==> src/pkg/camfs_pkg.sv <==
// Register map, field layout, reset values and modes of the capture block
package camfs_pkg;

    // ****************************************
    // Register byte offsets
    // ****************************************
    localparam logic [7:0] CTRL_OFS = 8'h08;
    localparam logic [7:0] MASK_OFS = 8'h0C;
    localparam logic [7:0] STAT_OFS = 8'h10;
    localparam logic [7:0] CODE_OFS = 8'h14;
    localparam logic [7:0] DATA_OFS = 8'h30;

    // ****************************************
    // Control register fields
    // ****************************************
    localparam int MODE_LSB = 0;
    localparam int MODE_MSB = 1;
    localparam int ESEL_BIT = 4;
    localparam int WM_LSB = 5;
    localparam int WM_MSB = 9;
    localparam logic [4:0] WM_RESET = 5'h01;

    // ****************************************
    // Status and mask fields
    // ****************************************
    localparam int DONE_BIT = 0;
    localparam int FULL_BIT = 1;
    localparam int WMK_BIT = 2;
    localparam int NEMP_BIT = 3;
    localparam int STAT_W = 4;

    // ****************************************
    // Sync-code register fields
    // ****************************************
    localparam int SAV_LSB = 0;
    localparam int SAV_MSB = 7;
    localparam int EAV_LSB = 8;
    localparam int EAV_MSB = 15;
    localparam logic [7:0] SAV_RESET = 8'h80;
    localparam logic [7:0] EAV_RESET = 8'h9D;

    // ****************************************
    // Capture modes and FIFO geometry
    // ****************************************
    typedef enum logic [1:0]
    {
        CAMFS_OFF = 2'h0,
        CAMFS_SINGLE = 2'h1,
        CAMFS_CONT = 2'h2,
        CAMFS_RSVD = 2'h3
    } camfs_mode_t;

    localparam int FIFO_DEPTH = 8;
    localparam int FIFO_WIDTH = 32;

endpackage

==> src/core/camfs_fifo.sv <==
// Capture word FIFO with occupancy count
`timescale 1ns/1ps
module camfs_fifo
#(
    parameter int WIDTH = 32,
    parameter int DEPTH = 8,
    parameter int CW = $clog2(DEPTH + 1)
)
(
    input wire logic mclk,
    input wire logic reset,
    input wire logic clk_en,
    input wire logic push,
    input wire logic [WIDTH-1:0] push_data,
    input wire logic pop,
    output logic [WIDTH-1:0] head,
    output logic [CW-1:0] count_q
);
    localparam int AW = (DEPTH > 1) ? $clog2(DEPTH) : 1;
    localparam logic [CW-1:0] FULL_CNT = CW'(DEPTH);
    localparam logic [AW-1:0] LAST = AW'(DEPTH - 1);

    logic [WIDTH-1:0] mem [DEPTH];
    logic [AW-1:0] wr_q;
    logic [AW-1:0] rd_q;
    logic do_push;
    logic do_pop;

    assign do_pop = pop && (count_q != '0);
    assign do_push = push && (count_q != FULL_CNT);
    assign head = mem[rd_q];

    function automatic logic [AW-1:0] inc(input logic [AW-1:0] p);
        inc = (p == LAST) ? '0 : p + AW'(1);
    endfunction

    always_ff @(posedge mclk)
    begin
        if (clk_en && do_push)
        begin
            mem[wr_q] <= push_data;
        end
    end

    always_ff @(posedge mclk)
    begin
        if (reset)
        begin
            wr_q <= '0;
            rd_q <= '0;
            count_q <= '0;
        end
        else if (clk_en)
        begin
            if (do_push)
            begin
                wr_q <= inc(wr_q);
            end
            if (do_pop)
            begin
                rd_q <= inc(rd_q);
            end
            if (do_push && !do_pop)
            begin
                count_q <= count_q + CW'(1);
            end
            else if (do_pop && !do_push)
            begin
                count_q <= count_q - CW'(1);
            end
        end
    end
endmodule

==> src/core/camfs_top.sv <==
// Camera capture FIFO, status flags, sync codes and register port
//
// What this block does
// - not-empty flag set while FIFO holds a word, clears when drained.
// - watermark flag set while count is at least the watermark setting.
// - FIFO holds eight 32-bit words; full flag when all eight occupied.
// - full flag drops by hardware as soon as a word is read.
// - frame-end set during capture by frame-sync pin toggle (sync select 0) or EAV match (sync select 1).
// - frame-end flag sticky until software writes one; zero has no effect.
// - EAV code in sync register bits 15:8, reset 0x9D, matched on stream.
// - SAV code in sync register bits 7:0, reset 0x80, matched on stream.
// - FIFO data read returns oldest word and removes it.
// - embedded sync select picks pins (0) or embedded codes (1).
// - mode 0 off, 1 single image, 2 continuous, 3 reserved.
//
// Our own choice: the address-and-strobe port.
`timescale 1ns/1ps
module camfs_top
#(
    parameter int DEPTH = camfs_pkg::FIFO_DEPTH,
    parameter int WIDTH = camfs_pkg::FIFO_WIDTH
)
(
    input wire logic mclk,
    input wire logic reset,
    input wire logic clk_en,
    input wire logic [7:0] reg_addr,
    input wire logic [31:0] reg_wdata,
    input wire logic reg_wr,
    input wire logic reg_rd,
    output logic [31:0] reg_rdata,
    input wire logic pix_valid,
    input wire logic [WIDTH-1:0] pix_data,
    output logic pix_ready,
    input wire logic code_valid,
    input wire logic [7:0] code_byte,
    input wire logic frame_sync_pin,
    input wire logic line_sync_pin,
    output logic capture_active,
    output logic irq
);
    localparam int CW = $clog2(DEPTH + 1);
    localparam logic [CW-1:0] FULL_CNT = CW'(DEPTH);

    // ****************************************
    // Declarations
    // ****************************************
    camfs_pkg::camfs_mode_t mode_q;
    logic esel_q;
    logic [4:0] wm_q;
    logic [camfs_pkg::STAT_W-1:0] mask_q;
    logic [7:0] sav_q;
    logic [7:0] eav_q;
    logic done_q;
    logic active_q;
    logic video_on_q;
    logic [31:0] rdata_q;
    logic [1:0] fs_sync_q;
    logic fs_prev_q;
    logic [1:0] ls_sync_q;
    logic [CW-1:0] count;
    logic [WIDTH-1:0] head;
    logic flag_nemp;
    logic flag_wmk;
    logic flag_full;
    logic [camfs_pkg::STAT_W-1:0] status;
    logic fs_edge;
    logic sav_hit;
    logic eav_hit;
    logic frame_end;
    logic line_open;
    logic push;
    logic pop;

    function automatic logic hit(input logic [7:0] a,
                                 input logic [7:0] ofs);
        hit = (a == ofs);
    endfunction

    // ****************************************
    // Capture FIFO
    // ****************************************
    camfs_fifo #(
        .WIDTH(WIDTH),
        .DEPTH(DEPTH),
        .CW(CW)
    ) u_fifo (
        .mclk(mclk),
        .reset(reset),
        .clk_en(clk_en),
        .push(push),
        .push_data(pix_data),
        .pop(pop),
        .head(head),
        .count_q(count)
    );

    // Words enter only while capturing and inside an active line
    assign line_open = esel_q ? video_on_q : ls_sync_q[1];
    assign pix_ready = active_q && line_open && (count != FULL_CNT);
    assign push = pix_valid && pix_ready;
    assign pop = reg_rd && hit(reg_addr, camfs_pkg::DATA_OFS);

    // ****************************************
    // Level flags
    // ****************************************
    assign flag_nemp = (count != '0);
    assign flag_wmk = ({{(32-CW){1'b0}}, count} >= {27'h0, wm_q});
    assign flag_full = (count == FULL_CNT);

    always_comb
    begin
        status = '0;
        status[camfs_pkg::NEMP_BIT] = flag_nemp;
        status[camfs_pkg::WMK_BIT] = flag_wmk;
        status[camfs_pkg::FULL_BIT] = flag_full;
        status[camfs_pkg::DONE_BIT] = done_q;
    end

    assign irq = |(status & mask_q);
    assign capture_active = active_q;

    // ****************************************
    // Pin synchronisers
    // ****************************************
    always_ff @(posedge mclk)
    begin
        if (reset)
        begin
            fs_sync_q <= '0;
            fs_prev_q <= 1'b0;
            ls_sync_q <= '0;
        end
        else if (clk_en)
        begin
            fs_sync_q <= {fs_sync_q[0], frame_sync_pin};
            fs_prev_q <= fs_sync_q[1];
            ls_sync_q <= {ls_sync_q[0], line_sync_pin};
        end
    end

    // ****************************************
    // Frame end detection
    // ****************************************
    assign fs_edge = fs_sync_q[1] ^ fs_prev_q;
    assign sav_hit = code_valid && (code_byte == sav_q);
    assign eav_hit = code_valid && (code_byte == eav_q);
    assign frame_end = active_q && (esel_q ? eav_hit : fs_edge);

    // Active video window in embedded mode
    always_ff @(posedge mclk)
    begin
        if (reset)
        begin
            video_on_q <= 1'b0;
        end
        else if (clk_en)
        begin
            if (eav_hit)
            begin
                video_on_q <= 1'b0;
            end
            else if (sav_hit)
            begin
                video_on_q <= 1'b1;
            end
        end
    end

    // Capture run state; single mode stops at the first frame end
    always_ff @(posedge mclk)
    begin
        if (reset)
        begin
            active_q <= 1'b0;
        end
        else if (clk_en)
        begin
            if (reg_wr && hit(reg_addr, camfs_pkg::CTRL_OFS))
            begin
                active_q <= (reg_wdata[camfs_pkg::MODE_MSB:
                    camfs_pkg::MODE_LSB] == camfs_pkg::CAMFS_SINGLE) ||
                    (reg_wdata[camfs_pkg::MODE_MSB:camfs_pkg::MODE_LSB] ==
                    camfs_pkg::CAMFS_CONT);
            end
            else if (frame_end && (mode_q == camfs_pkg::CAMFS_SINGLE))
            begin
                active_q <= 1'b0;
            end
        end
    end

    // Sticky frame-end flag, set wins over write-one clear
    always_ff @(posedge mclk)
    begin
        if (reset)
        begin
            done_q <= 1'b0;
        end
        else if (clk_en)
        begin
            if (frame_end)
            begin
                done_q <= 1'b1;
            end
            else if (reg_wr && hit(reg_addr, camfs_pkg::STAT_OFS) &&
                     reg_wdata[camfs_pkg::DONE_BIT])
            begin
                done_q <= 1'b0;
            end
        end
    end

    // ****************************************
    // Register writes
    // ****************************************
    always_ff @(posedge mclk)
    begin
        if (reset)
        begin
            mode_q <= camfs_pkg::CAMFS_OFF;
            esel_q <= 1'b0;
            wm_q <= camfs_pkg::WM_RESET;
        end
        else if (clk_en && reg_wr && hit(reg_addr, camfs_pkg::CTRL_OFS))
        begin
            mode_q <= camfs_pkg::camfs_mode_t'(
                reg_wdata[camfs_pkg::MODE_MSB:camfs_pkg::MODE_LSB]);
            esel_q <= reg_wdata[camfs_pkg::ESEL_BIT];
            wm_q <= reg_wdata[camfs_pkg::WM_MSB:camfs_pkg::WM_LSB];
        end
    end

    always_ff @(posedge mclk)
    begin
        if (reset)
        begin
            mask_q <= '0;
        end
        else if (clk_en && reg_wr && hit(reg_addr, camfs_pkg::MASK_OFS))
        begin
            mask_q <= reg_wdata[camfs_pkg::STAT_W-1:0];
        end
    end

    always_ff @(posedge mclk)
    begin
        if (reset)
        begin
            sav_q <= camfs_pkg::SAV_RESET;
            eav_q <= camfs_pkg::EAV_RESET;
        end
        else if (clk_en && reg_wr && hit(reg_addr, camfs_pkg::CODE_OFS))
        begin
            sav_q <= reg_wdata[camfs_pkg::SAV_MSB:camfs_pkg::SAV_LSB];
            eav_q <= reg_wdata[camfs_pkg::EAV_MSB:camfs_pkg::EAV_LSB];
        end
    end

    // ****************************************
    // Register reads, data one cycle later
    // ****************************************
    always_ff @(posedge mclk)
    begin
        if (reset)
        begin
            rdata_q <= '0;
        end
        else if (clk_en)
        begin
            rdata_q <= '0;
            if (reg_rd)
            begin
                unique case (reg_addr)
                    camfs_pkg::CTRL_OFS:
                    begin
                        rdata_q[camfs_pkg::MODE_MSB:camfs_pkg::MODE_LSB] <=
                            mode_q;
                        rdata_q[camfs_pkg::ESEL_BIT] <= esel_q;
                        rdata_q[camfs_pkg::WM_MSB:camfs_pkg::WM_LSB] <= wm_q;
                    end
                    camfs_pkg::MASK_OFS:
                    begin
                        rdata_q[camfs_pkg::STAT_W-1:0] <= mask_q;
                    end
                    camfs_pkg::STAT_OFS:
                    begin
                        rdata_q[camfs_pkg::STAT_W-1:0] <= status;
                    end
                    camfs_pkg::CODE_OFS:
                    begin
                        rdata_q[camfs_pkg::SAV_MSB:camfs_pkg::SAV_LSB] <=
                            sav_q;
                        rdata_q[camfs_pkg::EAV_MSB:camfs_pkg::EAV_LSB] <=
                            eav_q;
                    end
                    camfs_pkg::DATA_OFS:
                    begin
                        if (flag_nemp)
                        begin
                            rdata_q <= 32'(head);
                        end
                    end
                    default:
                    begin
                        rdata_q <= '0;
                    end
                endcase
            end
        end
    end

    assign reg_rdata = rdata_q;
endmodule

==> config.mk <==
export PLATFORM = sky130hd
export DESIGN_NAME = camfs_top
export DESIGN_NICKNAME = d
export VERILOG_FILES = /design/src/pkg/camfs_pkg.sv /design/src/core/camfs_fifo.sv /design/src/core/camfs_top.sv
export SDC_FILE = /design/constraint.sdc
export NUM_CORES = 1
export LEC_CHECK = 0
export BUFFER_PORTS_ARGS = -buffer_cell sky130_fd_sc_hd__buf_2
export CAP_MARGIN = 40
export CELL_PAD_IN_SITES_DETAIL_PLACEMENT = 0
export CELL_PAD_IN_SITES_GLOBAL_PLACEMENT = 1
export CORE_MARGIN = 5
export CORE_UTILIZATION = 43
export CTS_CLUSTER_SIZE = 24
export DETAILED_ROUTE_END_ITERATION = 7
export PLACE_DENSITY = 0.74
export SLEW_MARGIN = 20
export SYNTH_ARGS = -nofsm -noshare
export SYNTH_HDL_FRONTEND = slang
export SYNTH_SLANG_ARGS = --single-unit
==> constraint.sdc <==
create_clock -name mclk -period 5.8 [get_ports mclk]
set_input_delay 0.87 -clock mclk [delete_from_list [all_inputs] [get_ports mclk]]
set_output_delay 0.87 -clock mclk [all_outputs]
set_load 0.05 [all_outputs]
* After elaboration in Yosys (flattened, before gate mapping)
Memories as Yosys holds them, arrays and structs flattened. A register that Yosys moved wholly into a read port is not among the register bits.
Index checks and enable logic that the tools add are counted.
** Storage, ports and cells
- Bits in registers :: 78
- Memories :: 1
- Bits of input ports :: 89
- Memory bits (writable) :: 256
- Logic and storage cells :: 96
** Cells by class
- Multiplexer cells :: 23
- Reductions and logical operators :: 35
- Equal/unequal tests :: 14
- $lt $le $gt $ge :: 1
- Bitwise operators :: 2
- Add/subtract/negate cells :: 4
** Memories
- u_fifo.mem :: words 8, bits a word 32, rd ports 1, clocked after Yosys merged registers in 1, write ports 1, RTL line camfs_fifo.sv:23 : logic [WIDTH-1:0] mem [DEPTH];
** Operator list (number)
- 2-to-1 mux 32 bit :: 2
- logical AND 1 bit :: 20
- one-hot mux 6 bit (3 select lines) :: 1
- equality test 8 x 4 -> 1 bit (second input constant) :: 2
- equality test 8 x 5 -> 1 bit (second input constant) :: 2
- equality test 8 bit :: 2
- 2-to-1 mux 16 bit :: 1
- 2-to-1 mux 3 bit :: 4
- one-hot mux 6 bit (2 select lines) :: 1
- AND reduction 2 bit :: 6
- 2-to-1 mux 1 bit :: 10
- one-hot mux 2 bit (5 select lines) :: 1
- equality test 8 x 6 -> 1 bit (second input constant) :: 1
- 2-to-1 mux 4 bit :: 2
- one-hot mux 2 bit (4 select lines) :: 1
- nonzero test 2 bit :: 4
- adder 3 x 1 -> 3 bit (second input constant) :: 2
- equality test 3 bit (second input constant) :: 2
- greater-or-equal comparator 4 x 5 -> 1 bit :: 1
- adder 4 x 1 -> 4 bit (second input constant) :: 1
- AND 4 bit :: 1
- equality test 2 x 1 -> 1 bit (second input constant) :: 2
- equality test 4 bit (second input constant) :: 1
- inequality test 4 bit (second input constant) :: 1
- 7 further kinds :: 8

* Depth between registers and ports, before layout
- Depth in word-level cells :: 9
- Depth in mapped cells :: 12

* Modules after synthesis
A second synthesis with hierarchy kept.
** Unflattened totals
- Cell total of the unflattened synthesis :: 816
- Area total of the unflattened synthesis :: 13469.2 µm²
** Modules (own cells, without submodules)
- camfs_fifo :: area an instance 10269.8 µm², instances 1, sequential area each 7947.6 µm², cells an instance 443
- camfs_top :: area an instance 3199.3 µm², instances 1, sequential area each 1361.3 µm², cells an instance 373

* Worst setup path before layout
OpenSTA, ideal clock, no wires.
- Path type :: input to register
- From :: in pix_valid
- To :: mem u_fifo.mem[0][0], enable pin
- Arrival :: 4.452 ns
- Library setup time :: 0.501 ns
- Cell stages on the path :: 4
- Buffers on the path :: 1
- Path slack :: 0.846 ns
- Path through :: and4_1 > clkbuf_1 > nand2_1 > nor4_1
** Between the ends
- Longest elaborated chain between the ends :: 5
** RTL lines
- start: declaration :: RTL line camfs_top.sv:32 : input wire logic pix_valid,
- logical AND 1 bit :: RTL line camfs_top.sv:101 : assign push = pix_valid && pix_ready;
- logical AND 1 bit :: RTL line camfs_fifo.sv:30 : assign do_push = push && (count_q != FULL_CNT);
- logical AND 1 bit :: RTL line camfs_fifo.sv:39 : if (clk_en && do_push)
- 2-to-1 mux 1 bit :: RTL line camfs_fifo.sv:39
- 2-to-1 mux 1 bit (not written as such) :: RTL line camfs_fifo.sv:41 : mem[wr_q] <= push_data;
- end: declaration :: RTL line camfs_fifo.sv:23
No other way between the ends.

* Final worst setup path
- From :: in reg_addr[3]
- To :: reg u_fifo.count_q[3]
** Between the ends
- Longest elaborated chain between the ends :: 7
- Elaborated cells between the ends (all ways) :: 9
** RTL lines
- start: declaration :: RTL line camfs_top.sv:27 : input wire logic [7:0] reg_addr,
- equality test 8 x 6 -> 1 bit (*) :: RTL line camfs_top.sv:77 : hit = (a == ofs);
- logical AND 1 bit (*) :: RTL line camfs_top.sv:102 : assign pop = reg_rd && hit(reg_addr, camfs_pkg::DATA_OFS);
- logical AND 1 bit (*) :: RTL line camfs_fifo.sv:29 : assign do_pop = pop && (count_q != '0);
- logical NOT 1 bit :: RTL line camfs_fifo.sv:63 : if (do_push && !do_pop)
- logical AND 1 bit :: RTL line camfs_fifo.sv:63
- nonzero test 2 bit (no line)
- AND reduction 2 bit (no line)
- end signal: assignment :: RTL line camfs_fifo.sv:65 : count_q <= count_q + CW'(1);
- end signal: assignment :: RTL line camfs_fifo.sv:69 : count_q <= count_q - CW'(1);
- end: declaration :: RTL line camfs_fifo.sv:17 : output logic [CW-1:0] count_q
Every way passes the cells marked *; elsewhere a longest branch is shown, timed or not.
A chain may end at the register's enable or synchronous reset.

==> out/metrics.csv <==
stage;metric;value;unit
status;status;finished, final reports clean;
clock_network;root buffer cell;clkbuf_16;
floorplanning;Die Ht;186.3;µm
layout;most common cell after layout, fill and taps aside;edfxtp_1;
grt;GRT overflow;0;
placement;dpl ws;1.915;ns
critical_path;crit path DAT;3.77;ns
clock_network;total CTS buffers;37;
pwr;Power Density;319.5;nW/µm²
synthesis;sequential area share after synthesis;0.6966;
synthesis;Post-synth ARST share;0;
sta;final hold vios;0;
synthesis;#FFs+latches synth;337;
synthesis;post-synth top area share;0.5753;
synthesis;Synth cell types;54;
sta;minimum clock period after layout;3.366;ns
pwr;leakage;5.146;nW
layout;post-layout util;0.5122;
min_path;Hold WC Path Type;reg -> reg;
placement;Inst Count DP;1279;
pwr;Peak VDD IR;0.0002228;V
critical_path;Slowest-stage cell, CP;or4b_1;
routing;DR WL/cell;21.63;µm
clock_network;Clock Sinks;337;
pwr;Switch Pwr;0.001006;W
pwr;clock network power share;0.465;
routing;vias;7419;
clock_network;Bufs on Longest Clock Path;3;
pwr;Int Power;0.004013;W
critical_path;Worst setup SP type;primary input;
floorplanning;Die Area;34700;µm²
synthesis;number of synthesized flops with an enable pin;256;
layout;area grow syn2layout;17.57;%
sta;RSZ-0062 raised after global routing;false;
grt;vias in the first global route;7504;
layout;most frequent cells in the layout;256 x edfxtp_1, 109 x buf_2, 78 x dfxtp_1;
critical_path;CP most frequent cell;ha_1;
layout;nets;1023;
sta;Setup TNS;0;ns
placement;gpl congestion;0.8385;
clock_network;post-CTS sizing;0;
synthesis;Yosys warning count;0;
floorplanning;site row count;64;
sta;hold_ws;0.4517;ns
routing;drt first-iter violations;488;
synthesis;Cells after Synth;798;
routing;WL final;29110;µm
clock_network;CTS Hold Bufs;0;
synthesis;Mapped Area;13360;µm²
pwr;switching share of power;0.2004;
critical_path;CP max stage delay;0.72;ns
synthesis;Synth area leader;edfxtp_1;
sta;Slew Limit Fails;0;
pwr;Logic pwr share;0.019;
clock_network;setup bufs post-CTS;0;
critical_path;Critical Path Fanout Max;13;
clock_network;Worst-path clk slew;0.06;ns
floorplanning;die width;186.3;µm
sta;setup violators final;0;
sta;ratio of final minimum period to clock period;0.5803;
clock_network;clock latency on the worst-skew pair;0.53;ns
sta;final worst slack;2.434;ns
sta;Worst-Margin Slew;0.7980;ns
synthesis;Synth area leaders;edfxtp_1 58%, dfxtp_1 12%, mux4_2 11%, mux2i_1 3.9%, mux2_2 1.1%;
critical_path;critical path capture point type;flip-flop;
layout;final cell count without fillers;1346;
clock_network;CTS tree;built;
critical_path;critical path buffer and inverter count;3;
placement;I/O Buffers;107;
critical_path;worst-path cell chain;buf_2 -> or4b_1 -> nor4_2 -> buf_4 -> nand2_1 -> ha_1 -> inv_1 -> ha_1 -> a21o_1 -> a21oi_1 -> mux2i_1 -> mux2_2;
routing;Via density;5.512;
pwr;Flop pwr share;0.517;
flow_run;number of max-cap violations;0;
placement;Final HPWL DP;17660;µm
clock_network;H-tree Lvls;2;
floorplanning;starting density of the core;0.4357;
routing;drt first pass iters;7;
floorplanning;IO Count;124;
sta;Slew headroom;0.4660;
critical_path;WS Path Type;in -> reg;
grt;initial antenna violation count;3;
synthesis;Primary FF master, synth;edfxtp_1;
grt;first-pass GRT wire length;44610;µm
routing;DRC viols;0;
routing;post-route ant nets;0;
layout;n_diodes;0;
layout;fraction of layout cells with a size suffix above 1;0.2968;
synthesis;Syn Nets;899;
grt;Total Routing Usage GR;0.1681;
sta;fmax;297.1;MHz
sta;Post-Route Skew;0.01889;ns
critical_path;CP required;6.21;ns
grt;largest net degree at the start of global routing;45;
floorplanning;Core Footprint;30670;µm²
critical_path;Largest delay share family, worst path;simple AND/OR/NAND/NOR gates;
synthesis;syn_area_per_cell;16.75;µm²
## power by group through the flow
stage / Sequential [W] / Clock (W) / Combinational (W)
floorplan: 0.00265 / 0 / 0.0000313
global placement: 0.00264 / 0 / 0.0000921
detailed placement: 0.00264 / 0 / 0.0000950
CTS: 0.00259 / 0.00238 / 0.0000951
global route: 0.00259 / 0.00249 / 0.000105
finish: 0.00259 / 0.00233 / 0.0000953
## cells by family (layout without fill, tap and decap cells)
| logic type | Yosys count | in the layout | synth area share |
|---|---|---|---|
| DFF | 337 | 337 | 0.6966 |
| muxes | 129 | 129 | 0.1578 |
| adders and majority gates | 12 | 12 | 0.01180 |
| buffers and inverters | 55 | 207 | 0.01685 |
| xor gates and xnor gates | 20 | 20 | 0.01311 |
| and+or+nand+nor | 158 | 158 | 0.06152 |
| AOI/OAI and AO/OA | 87 | 87 | 0.04232 |
## layer usage
metal | wire length [µm] | vias to the layer above | GRT usage
met2 | 13730 | 224 | 0.2679
met4 | 542 | 6 | 0.04343
met5 | 34 | - | 0
li1 | - | 3412 | -
met1 | 13060 | 3722 | 0.2413
met3 | 1747 | 55 | 0.03189
## final timing paths
kind,start,end,slack (ns),cells past startpoint
worst max-delay path,reg_addr[3],u_fifo.count_q[3],2.43,12
worst min-delay path,reg_rdata[17],reg_rdata[17],0.45,2
worst max register to register,u_fifo.count_q[0],u_fifo.count_q[3],2.66,9
worst min register to register,reg_rdata[17],reg_rdata[17],0.45,2
## area by class of cell
| cell class | instances | area, µm² |
|---|---|---|
| fillers | 2550 | 14960 |
| flip-flops and latches | 337 | 9318 |
| multi-input cells | 406 | 3901 |
| clock buffers | 50 | 1067 |
| repair buffers | 128 | 720.7 |
| well taps | 396 | 495.5 |
| clock inverters | 17 | 162.7 |
| inverters | 12 | 45.04 |
## worst register-to-register path, cell delays in order (launching register included)
cell and delay (ns):
dfxtp_1 0.39, or4b_2 0.77, and4_1 0.33, ha_1 0.24
inv_1 0.12, ha_1 0.25, a21o_1 0.18, a21oi_1 0.17
mux2i_1 0.22, mux2_2 0.35
## per-stage QoR
step / power, W / area, µm²
after floorplan: 0.002677 / 13360
after global placement: 0.002736 / 14420
after detailed placement: 0.002739 / 14480
after CTS: 0.005071 / 15710
after global routing: 0.005183 / 15710
final: 0.005019 / 15710
## state kept, by name, summed over array words and instances, names as in the netlist, 2 cells and up, named ones only
name and flops:
reg_rdata 32, mask_q 4, u_fifo.wr_q 3, eav_q 8, fs_sync_q 2, mode_q 2
u_fifo.mem 256, sav_q 8, u_fifo.rd_q 3, ls_sync_q 2, wm_q 5, u_fifo.count_q 4
## Yosys cell counts (8+ instances only)
library cell / instances
nor3_1: 12
o21ai_1: 8
nand3_1: 17
o21ai_0: 20
edfxtp_1: 256
xnor2_1: 12
clkbuf_1: 27
a22oi_1: 11
a31oi_1: 8
dfxtp_1: 81
ha_1: 11
mux2_2: 13
nand2_1: 33
nor2b_1: 14
a21oi_1: 14
nor2_1: 39
inv_1: 11
buf_2: 9
mux2i_1: 52
mux4_2: 64
nor4_1: 11
xor2_1: 8
Note: power is estimated with default switching activity, not from simulation.
